===== src/kbc_pkg.sv =====
package kbc_pkg;

    // Host side decode
    localparam logic [15:0] DATA_PORT    = 16'h0060;
    localparam int          BYTE_W       = 8;

    // Clock rate and link inhibit time before a transmit
    localparam int          SYS_CLK_HZ   = 10_000_000;
    localparam int          INHIBIT_US   = 100;
    localparam int          INH_CYC      =
        (INHIBIT_US * SYS_CLK_HZ + 999_999) / 1_000_000;
    localparam logic [15:0] INH_LAST     = 16'(INH_CYC - 1);

    // Frame layout: count of link clock falls after the start bit, less one
    localparam logic [3:0]  FRAME_LAST   = 4'h9;
    localparam int          TX_FRAME_W   = 11;

    // Codes placed in the output buffer
    localparam logic [7:0]  BRK_PREFIX   = 8'hF0;
    localparam logic [7:0]  BRK_BIT      = 8'h80;
    localparam logic [7:0]  ERR_CODE     = 8'hFF;
    localparam logic [7:0]  TX_FAIL_CODE = 8'hFE;

    // Receive buffering
    localparam int          FIFO_DEPTH   = 8;

    // Link sequencer states
    typedef enum logic [5:0] {
        S_IDLE  = 6'h01,
        S_RX    = 6'h02,
        S_RXACK = 6'h04,
        S_INH   = 6'h08,
        S_TX    = 6'h10,
        S_TXACK = 6'h20
    } kbc_state_t;

endpackage


===== src/kbc_stream_if.sv =====
`timescale 1ns/1ps
// Byte stream into the receive FIFO from the link sequencer, and out of it to the output buffer
interface kbc_stream_if #(parameter int W = 8);
    logic         valid;
    logic         ready;
    logic [W-1:0] data;
    modport src (output valid, output data, input ready);
    modport snk (input valid, input data, output ready);
endinterface


===== src/kbc_fifo.sv =====
`timescale 1ns/1ps
// Receive FIFO; read data always come out of the output register
module kbc_fifo #(
    parameter int W     = 8,
    parameter int DEPTH = 8
) (
    input wire logic   clk,   // System clock
    input wire logic   rstn,  // Synchronous reset, active low
    kbc_stream_if.snk  wr,    // Fill side
    kbc_stream_if.src  rd     // Drain side
);
    localparam int            AW   = $clog2(DEPTH);
    localparam logic [AW:0]   FULL = DEPTH[AW:0];

    logic [W-1:0]  mem [DEPTH];
    logic [AW-1:0] wptr;
    logic [AW-1:0] rptr;
    logic [AW:0]   cnt;
    logic          out_v;
    logic [W-1:0]  out_d;

    // Handshakes; the output register adds one word beyond DEPTH
    wire           push     = wr.valid & wr.ready;
    wire           load     = (cnt != '0) & (~out_v | rd.ready);
    wire  [AW:0]   next_cnt = cnt + {{AW{1'b0}}, push}
                                  - {{AW{1'b0}}, load};
    assign wr.ready = (cnt != FULL);
    assign rd.valid = out_v;
    assign rd.data  = out_d;

    // Storage needs no reset
    always_ff @(posedge clk)
    begin
        if (push)
            mem[wptr] <= wr.data;
    end

    // Pointers and occupancy
    always_ff @(posedge clk)
    begin
        if (!rstn)
        begin
            wptr <= '0;
            rptr <= '0;
            cnt  <= '0;
        end
        else
        begin
            wptr <= push ? wptr + 1'b1 : wptr;
            rptr <= load ? rptr + 1'b1 : rptr;
            cnt  <= next_cnt;
        end
    end

    // Registered read port
    always_ff @(posedge clk)
    begin
        if (!rstn)
        begin
            out_v <= 1'b0;
            out_d <= '0;
        end
        else if (load)
        begin
            out_v <= 1'b1;
            out_d <= mem[rptr];
        end
        else if (rd.ready)
            out_v <= 1'b0;
    end

    property p_fifo_bound;
        @(posedge clk) disable iff (!rstn)
        push |=> cnt != '0;
    endproperty
    a_fifo_bound: assert property (p_fifo_bound)
        else $error("fifo lost a pushed word");
endmodule


===== src/kbc_top.sv =====
`timescale 1ns/1ps
// Keyboard link controller: serial link to the keyboard, byte port to host
module kbc_top
    import kbc_pkg::*;
(
    input  wire logic        sys_clk,      // System clock, 10 MHz
    input  wire logic        rstn,         // Synchronous reset, active low
    input  wire logic [15:0] io_addr,      // Host I/O address
    input  wire logic        io_rd,        // Host read strobe
    input  wire logic        io_wr,        // Host write strobe
    input  wire logic [7:0]  io_wdata,     // Host write data
    output logic      [7:0]  io_rdata,     // Host read data, registered
    input  wire logic        irq_en,       // Allow the buffer interrupt
    output logic             irq,          // Output buffer full interrupt
    input  wire logic        xlat_en,      // Break code translation on
    output logic             stat_obf,     // Output buffer full
    output logic             stat_ibf,     // Transmit byte pending
    output logic             stat_par_err, // Receive parity/frame error
    output logic             stat_tx_err,  // Keyboard did not acknowledge
    input  wire logic        kb_clk_in,    // Link clock pin level
    output logic             kb_clk_out,   // Link clock drive value
    output logic             kb_clk_oe,    // Link clock pulled low
    input  wire logic        kb_data_in,   // Link data pin level
    output logic             kb_data_out,  // Link data drive value
    output logic             kb_data_oe    // Link data pulled low
);
    import kbc_pkg::*;

    function automatic logic is_data_port(input logic [15:0] a);
        is_data_port = (a == DATA_PORT);
    endfunction

    kbc_state_t           st;
    kbc_state_t           next_st;
    logic                 clk_m;
    logic                 clk_s;
    logic                 clk_d;
    logic                 data_m;
    logic                 data_s;
    logic [3:0]           cnt;
    logic [15:0]          icnt;
    logic [7:0]           rx_sh;
    logic                 rx_par;
    logic [TX_FRAME_W-1:0] tx_sh;
    logic [7:0]           tx_hold;
    logic                 ibf;
    logic                 brk;
    logic                 push_v;
    logic [7:0]           push_d;
    logic [7:0]           obuf;
    logic                 obf;
    logic                 par_err;
    logic                 tx_err;

    kbc_stream_if #(.W(BYTE_W)) in_s ();
    kbc_stream_if #(.W(BYTE_W)) out_s ();

    kbc_fifo #(
        .W     (BYTE_W),
        .DEPTH (FIFO_DEPTH)
    ) u_fifo (
        .clk  (sys_clk),
        .rstn (rstn),
        .wr   (in_s),
        .rd   (out_s)
    );

    // Pin synchronisers; link idles high
    always_ff @(posedge sys_clk)
    begin
        if (!rstn)
        begin
            clk_m  <= 1'b1;
            clk_s  <= 1'b1;
            clk_d  <= 1'b1;
            data_m <= 1'b1;
            data_s <= 1'b1;
        end
        else
        begin
            clk_m  <= kb_clk_in;
            clk_s  <= clk_m;
            clk_d  <= clk_s;
            data_m <= kb_data_in;
            data_s <= clk_s ? data_m : data_s;
        end
    end

    // Host decode and link event decode
    wire       rd_hit   = io_rd & is_data_port(io_addr);
    wire       wr_hit   = io_wr & is_data_port(io_addr);
    wire       fall     = clk_d & ~clk_s;
    wire       rx_end   = (st == S_RX) & fall & (cnt == FRAME_LAST);
    wire       tx_end   = (st == S_TXACK) & fall;
    wire       wr_take  = wr_hit & (~ibf | tx_end);
    wire       tx_nack  = tx_end & data_s;
    wire       odd_ok   = ^{rx_sh, rx_par};
    wire       frame_ok = odd_ok & data_s;
    wire [7:0] rx_code  = frame_ok ? rx_sh : ERR_CODE;
    wire       is_pref  = xlat_en & frame_ok & (rx_code == BRK_PREFIX);
    wire [7:0] xl_code  = (xlat_en & brk) ? (rx_code | BRK_BIT)
                                          : rx_code;
    wire       ob_load  = out_s.valid & out_s.ready;

    // Buffer hand-offs; a host read frees the buffer in the same cycle
    assign in_s.valid  = push_v;
    assign in_s.data   = push_d;
    assign out_s.ready = ~obf | rd_hit;

    // Open-drain link pins: only ever pull low
    assign kb_clk_out  = 1'b0;
    assign kb_data_out = 1'b0;
    // Holding the clock low while the FIFO is full stalls the keyboard
    assign kb_clk_oe   = (st == S_INH) | ((st == S_IDLE) & ~in_s.ready);
    assign kb_data_oe  = (st == S_RXACK)
                       | ((st == S_TX) & ~tx_sh[0]);

    // Status and interrupt; the line follows output buffer full only
    assign irq          = obf & irq_en;
    assign stat_obf     = obf;
    assign stat_ibf     = ibf;
    assign stat_par_err = par_err;
    assign stat_tx_err  = tx_err;

    // Link sequencer
    always_comb
    begin
        next_st = st;
        unique case (st)
            S_IDLE:
                if (fall & ~data_s & in_s.ready)
                    next_st = S_RX;
                else if (ibf & in_s.ready)
                    next_st = S_INH;
            S_RX:
                if (rx_end)
                    next_st = S_RXACK;
            S_RXACK:
                if (fall)
                    next_st = S_IDLE;
            S_INH:
                if (icnt == INH_LAST)
                    next_st = S_TX;
            S_TX:
                if (fall & (cnt == FRAME_LAST))
                    next_st = S_TXACK;
            S_TXACK:
                if (fall)
                    next_st = S_IDLE;
        endcase
    end

    always_ff @(posedge sys_clk)
    begin
        if (!rstn)
            st <= S_IDLE;
        else
            st <= next_st;
    end

    // Bit and inhibit counters
    always_ff @(posedge sys_clk)
    begin
        if (!rstn || st != next_st)
            cnt <= 4'h0;
        else if (fall & ((st == S_RX) | (st == S_TX)))
            cnt <= cnt + 4'h1;
        if (!rstn || st != S_INH)
            icnt <= 16'h0000;
        else
            icnt <= icnt + 16'h0001;
    end

    // Receive shifter, LSB first, then parity
    always_ff @(posedge sys_clk)
    begin
        if (!rstn)
        begin
            rx_sh  <= 8'h00;
            rx_par <= 1'b0;
        end
        else if ((st == S_RX) & fall & (cnt < 4'h8))
            rx_sh  <= {data_s, rx_sh[7:1]};
        else if ((st == S_RX) & fall & (cnt == 4'h8))
            rx_par <= data_s;
    end

    // Transmit shifter; parity inserted at load time
    always_ff @(posedge sys_clk)
    begin
        if (!rstn)
            tx_sh <= {TX_FRAME_W{1'b1}};
        else if ((st == S_IDLE) & (next_st == S_INH))
            tx_sh <= {1'b1, ~^tx_hold, tx_hold, 1'b0};
        else if ((st == S_TX) & fall)
            tx_sh <= {1'b1, tx_sh[TX_FRAME_W-1:1]};
    end

    // Host transmit holding byte; refused while one is outstanding
    always_ff @(posedge sys_clk)
    begin
        if (!rstn)
        begin
            ibf     <= 1'b0;
            tx_hold <= 8'h00;
        end
        else if (wr_take)
        begin
            ibf     <= 1'b1;
            tx_hold <= io_wdata;
        end
        else if (tx_end)
            ibf     <= 1'b0;
    end

    // Received or failure byte into the FIFO
    always_ff @(posedge sys_clk)
    begin
        if (!rstn)
        begin
            push_v <= 1'b0;
            push_d <= 8'h00;
            brk    <= 1'b0;
        end
        else
        begin
            push_v <= (rx_end & ~is_pref) | tx_nack;
            push_d <= tx_nack ? TX_FAIL_CODE : xl_code;
            brk    <= rx_end ? is_pref : brk;
        end
    end

    // Output buffer; a new byte wins over the read that frees it
    always_ff @(posedge sys_clk)
    begin
        if (!rstn)
        begin
            obf      <= 1'b0;
            obuf     <= 8'h00;
            io_rdata <= 8'h00;
        end
        else
        begin
            if (ob_load)
                obuf <= out_s.data;
            obf      <= ob_load | (obf & ~rd_hit);
            io_rdata <= rd_hit ? obuf : io_rdata;
        end
    end

    // Sticky error flags; set beats clear
    always_ff @(posedge sys_clk)
    begin
        if (!rstn)
        begin
            par_err <= 1'b0;
            tx_err  <= 1'b0;
        end
        else
        begin
            par_err <= (rx_end & ~frame_ok) | (par_err & ~rd_hit);
            tx_err  <= tx_nack | (tx_err & ~wr_take);
        end
    end

    property p_rx_to_ack;
        @(posedge sys_clk) disable iff (!rstn)
        rx_end |=> (st == S_RXACK) && kb_data_oe;
    endproperty
    a_rx_to_ack: assert property (p_rx_to_ack)
        else $error("no acknowledge after receive");

    property p_rx_push;
        @(posedge sys_clk) disable iff (!rstn)
        rx_end && !is_pref |=> in_s.valid && in_s.data == $past(xl_code);
    endproperty
    a_rx_push: assert property (p_rx_push)
        else $error("received byte not pushed");

    property p_par_flag;
        @(posedge sys_clk) disable iff (!rstn)
        rx_end && !odd_ok |=> par_err && push_d == ERR_CODE;
    endproperty
    a_par_flag: assert property (p_par_flag)
        else $error("parity error not reported");

    property p_irq_src;
        @(posedge sys_clk) disable iff (!rstn)
        $rose(obf) && irq_en |-> irq ##1 (irq || !obf);
    endproperty
    a_irq_src: assert property (p_irq_src)
        else $error("interrupt not raised on buffer load");

    property p_poll_clear;
        @(posedge sys_clk) disable iff (!rstn)
        rd_hit && obf && !out_s.valid |=> !stat_obf;
    endproperty
    a_poll_clear: assert property (p_poll_clear)
        else $error("buffer full stuck after read");

    property p_wr_take;
        @(posedge sys_clk) disable iff (!rstn)
        wr_hit && !ibf |=> ibf && tx_hold == $past(io_wdata);
    endproperty
    a_wr_take: assert property (p_wr_take)
        else $error("host write not taken");

    property p_tx_parity;
        @(posedge sys_clk) disable iff (!rstn)
        st == S_IDLE && next_st == S_INH |=> ^tx_sh[9:1] && !tx_sh[0];
    endproperty
    a_tx_parity: assert property (p_tx_parity)
        else $error("transmit frame parity wrong");

    property p_hold_off;
        @(posedge sys_clk) disable iff (!rstn)
        wr_hit && ibf && !tx_end |=> $stable(tx_hold);
    endproperty
    a_hold_off: assert property (p_hold_off)
        else $error("byte replaced before acknowledge");

    property p_nack_report;
        @(posedge sys_clk) disable iff (!rstn)
        tx_nack |-> ##[1:6] obf;
    endproperty
    a_nack_report: assert property (p_nack_report)
        else $error("transmit failure not reported");

    property p_port_decode;
        @(posedge sys_clk) disable iff (!rstn)
        io_rd && io_addr != DATA_PORT && obf |=> obf;
    endproperty
    a_port_decode: assert property (p_port_decode)
        else $error("foreign address touched buffer");

    property p_tx_start;
        @(posedge sys_clk) disable iff (!rstn)
        st == S_INH && next_st == S_TX |=> kb_data_oe && !kb_clk_oe;
    endproperty
    a_tx_start: assert property (p_tx_start)
        else $error("start bit not driven low");
endmodule


===== config.mk =====
export PLATFORM = sky130hd
export DESIGN_NAME = kbc_top
export DESIGN_NICKNAME = d
export VERILOG_FILES = /design/src/kbc_pkg.sv /design/src/kbc_stream_if.sv /design/src/kbc_fifo.sv /design/src/kbc_top.sv
export SDC_FILE = /design/constraint.sdc
export NUM_CORES = 1
export LEC_CHECK = 0
export BUFFER_PORTS_ARGS = -buffer_cell sky130_fd_sc_hd__buf_4
export CAP_MARGIN = 10
export CORE_AREA = 2 2 117 119
export DETAILED_ROUTE_END_ITERATION = 8
export DIE_AREA = 0 0 119 121
export PLACE_DENSITY = 0.77
export SETUP_SLACK_MARGIN = 0.05
export SYNTH_ARGS = -nofsm -noshare
export SYNTH_HDL_FRONTEND = slang
export SYNTH_HIERARCHICAL = 1
export SYNTH_SLANG_ARGS = --single-unit

===== constraint.sdc =====
create_clock -name sys_clk -period 4.05 [get_ports sys_clk]
set_input_delay 0.2025 -clock sys_clk [delete_from_list [all_inputs] [get_ports sys_clk]]
set_output_delay 0.2025 -clock sys_clk [all_outputs]
set_load 0.02 [all_outputs]

==> results.txt <==
GR Util met1: 24.93%
CTS buffer count: 17
Antenna cells: 0
I/O pin total: 49
Area growth syn-to-layout: 14.00%
Fin crit period: 2.556 ns
CTS tree: done
Critical Path Slowest Stage Cell: fa_1
Worst skew pair latency: 0.43 ns
Final setup viols: 0
Critical Path Max Stage Delay: 0.41 ns
Multiplexer area fraction after synthesis: 13.00%
Fin worst setup slack: 1.494 ns
Max clock buf depth: 2
Fin. Hold Viols: 0
Met3 usage: 5.357%
Post-CTS setup buffers: 0
Critical path class: in -> reg
GRT overflow: 0
Max IR drop VDD: 0.2867 mV
Initial antenna violation count: 0
Yosys cell types: 62
Final TNS setup: 0 ns
Clk_skew: 0.01188 ns
Synthesized area: 0.007284 sq mm
Pins Over Slew Limit: 0
Top_reg_cell synth: dfxtp_1
CP Max Fanout: 19
P per Cell Area: 493.9 mW/mm^2
RSZ-0062 raised after global routing: false
Die width: 119 um
Post-synthesis simple-gate area fraction: 15.30%
Commonest non-fill, non-tap cell in the layout: dfxtp_1
Max cap viols: 0
Synth Area in XOR/XNOR: 4.689%
Arrival time at the worst endpoint: 2.86 ns
Largest net degree at the start of global routing: 44
Die Y: 121 um
Most frequent cells in the layout: dfxtp_1, nor2_1, edfxtp_1
Synthesized area per cell: 11.64 sq um
Crit. End Element: flip-flop
Port bufs: 46
EDFF count, synth: 64
HP Class: in -> reg
Worst relative slew slack: 25.38%
Largest family of logic cells by synthesized area: simple AND/OR/NAND/NOR gates
GR peak layer: met2
Synth top area cells: dfxtp_1, edfxtp_1, mux2i_1
DRC Markers: 0
Leakage: 3.073 nW
ANT nets after route: 0
Syn Inst Count: 626
FF+latch count, synth: 171
CTS resizes: 0
Die area: 0.01440 sq mm
Worst slew pin tran: 1.118 ns
Fill cells: 985
TritonRoute pass-1 iters: 4
Leading area contributor after synthesis: dfxtp_1
Clk slew on worst S/H paths: 0.06 ns
Register area share after synthesis: 55.79%
Htree depth: 4
Gr usage total: 20.54%
Startpoint Class: input pin
CTS Root Cell: clkbuf_16
Status: finished, final reports clean
Vias per cell: 5.510
Yosys top cell area share: 29.41%
Core Rows: 42
Wire length per cell: 16.39 um
Dpl ws: 1.075 ns
Tcrit/Tclk final: 63.12%
Placer Congestion: 0.9160
Maximum clock frequency: 391.2 MHz
Initial DRC count: 417
Layout cells sized above 1: 16.13%
Total core area: 0.01309 sq mm
Routed wire length: 14060 um
Crit-path cells: buf_4 > nor4b_1 > and4_1 > nand2_1 > buf_4 > nand2_1 > nand2b_1 > and2_4 > ha_1 > inv_1 > ha_1 > fa_1 > and2_1
First-pass GRT wire length: 22980 um
Via count: 4728
Critical path required time: 4.36 ns
DP HPWL: 9634 um
Asr flop ratio synth: 0%
Final #Nets: 714
Initial core utilization: 55.67%
Number of global-route vias before repair: 4700
Met2 usage: 35.09%
Synth Area in Adders: 2.336%
Sink Count: 171
Total number of yosys warnings: 6
Synth Area in Compound Gates: 5.840%
==> sequential cells by signal, indices dropped and copies added (netlist names), 8 cells and up <==
name	flops
in_s.data	8
tx_hold	8
rx_sh	8
u_fifo/rd.data	8
io_rdata	8
obuf	8
tx_sh	10
icnt	16
u_fifo/mem	64
==> worst paths after layout <==
path                                                from                         end  slack (ns)  depth (start not counted)
worst max register to register  u_fifo/cnt[2]$_SDFF_PN0_  u_fifo/mem[2][4]$_DFFE_PP_        1.58                          6
worst min register to register          clk_m$_SDFF_PN1_            clk_s$_SDFF_PN1_        0.41                          1
worst max-delay path                          io_addr[9]    u_fifo/cnt[1]$_SDFF_PN0_        1.49                         13
worst min-delay path                         io_wdata[3]     tx_hold[3]$_SDFFE_PN0P_        0.02                          3
==> logic make-up after synthesis <==
| group | after synthesis |
|---|---|
| AO/OA/AOI/OAI | 70 |
| adder cells (fa/ha/maj) | 13 |
| AND/OR/NAND/NOR | 221 |
| XOR/XNOR | 39 |
| other | 1 |
| flip-flops | 171 |
| multiplexers | 71 |
| buffers and inverters | 40 |
==> metal layers <==
metal  share of wire (%)  vias up
li1                    -     2314
met1                  44     2303
met2                  51       93
met3                 3.5       18
met4                 1.8        0
met5                   0        -
==> cell type report <==
cell class / count / area [sq um] / share of cell area, %
inverters: 9 / 33.78 / 0.4068
clock buffers: 19 / 432.9 / 5.213
flip-flops and latches: 171 / 4064 / 48.94
well taps: 176 / 220.2 / 2.652
clock inverters: 13 / 127.6 / 1.537
multi-input cells: 416 / 3013 / 36.28
repair buffers: 54 / 412.9 / 4.972
==> per-stage QoR <==
stage          power (mW)  area (sq um)  hold WS, ns  instances  utilization (%)
4_1_cts             4.136          8304     0.004259        858            63.46
3_3_place_gp        2.566          7714       0.3883        823            58.95
2_1_floorplan       2.499          7288       0.3040        627                -
6_report            4.101          8304      0.01808        858            63.46
3_5_place_dp        2.595          7714       0.3929        823            58.95
5_1_grt             4.290          8304      0.03701        858            63.46
==> critical path: cells and delay by family <==
kind / cells / cell delay, ns
buffers and inverters: 3 / 0.37
adders and majority gates: 3 / 0.85
and+or+nand+nor: 7 / 1.44
==> power by group <==
part	switching, mW	leakage [nW]	internal (mW)
Combinational	0.262	1.36	0.292
Clock	0.633	0.268	0.899
Sequential	0.137	1.45	1.88
Total	1.03	3.07	3.07
==> timing repair <==
action | 4_1_cts | 5_1_grt
endpoints found under the setup margin | 0 | 0
hold endpoints to repair | 3 | 0
hold buffers | 3 | 0
==> cell usage after synthesis, drive strengths merged (2+ instances only) <==
library cell and count:
nor2b 5, xor2 17, mux2 8, inv 8, nor4 5, nand3 23, nor3b 4, and3 5
o21ai 15, o211ai 3, nand4 7, nand2b 16, or3 5, a31oi 2, edfxtp 64, or3b 2
a21bo 2, and4 3, ha 12, or4 2, mux4 16, mux2i 47, and2 6, xnor2 22
buf 14, nor3 10, o21a 7, dfxtp 107, nor2 69, clkbuf 17, nor4b 4, a21o 3
a21oi 31, nand2 50
No activity file was read; power rests on OpenSTA's default activity.
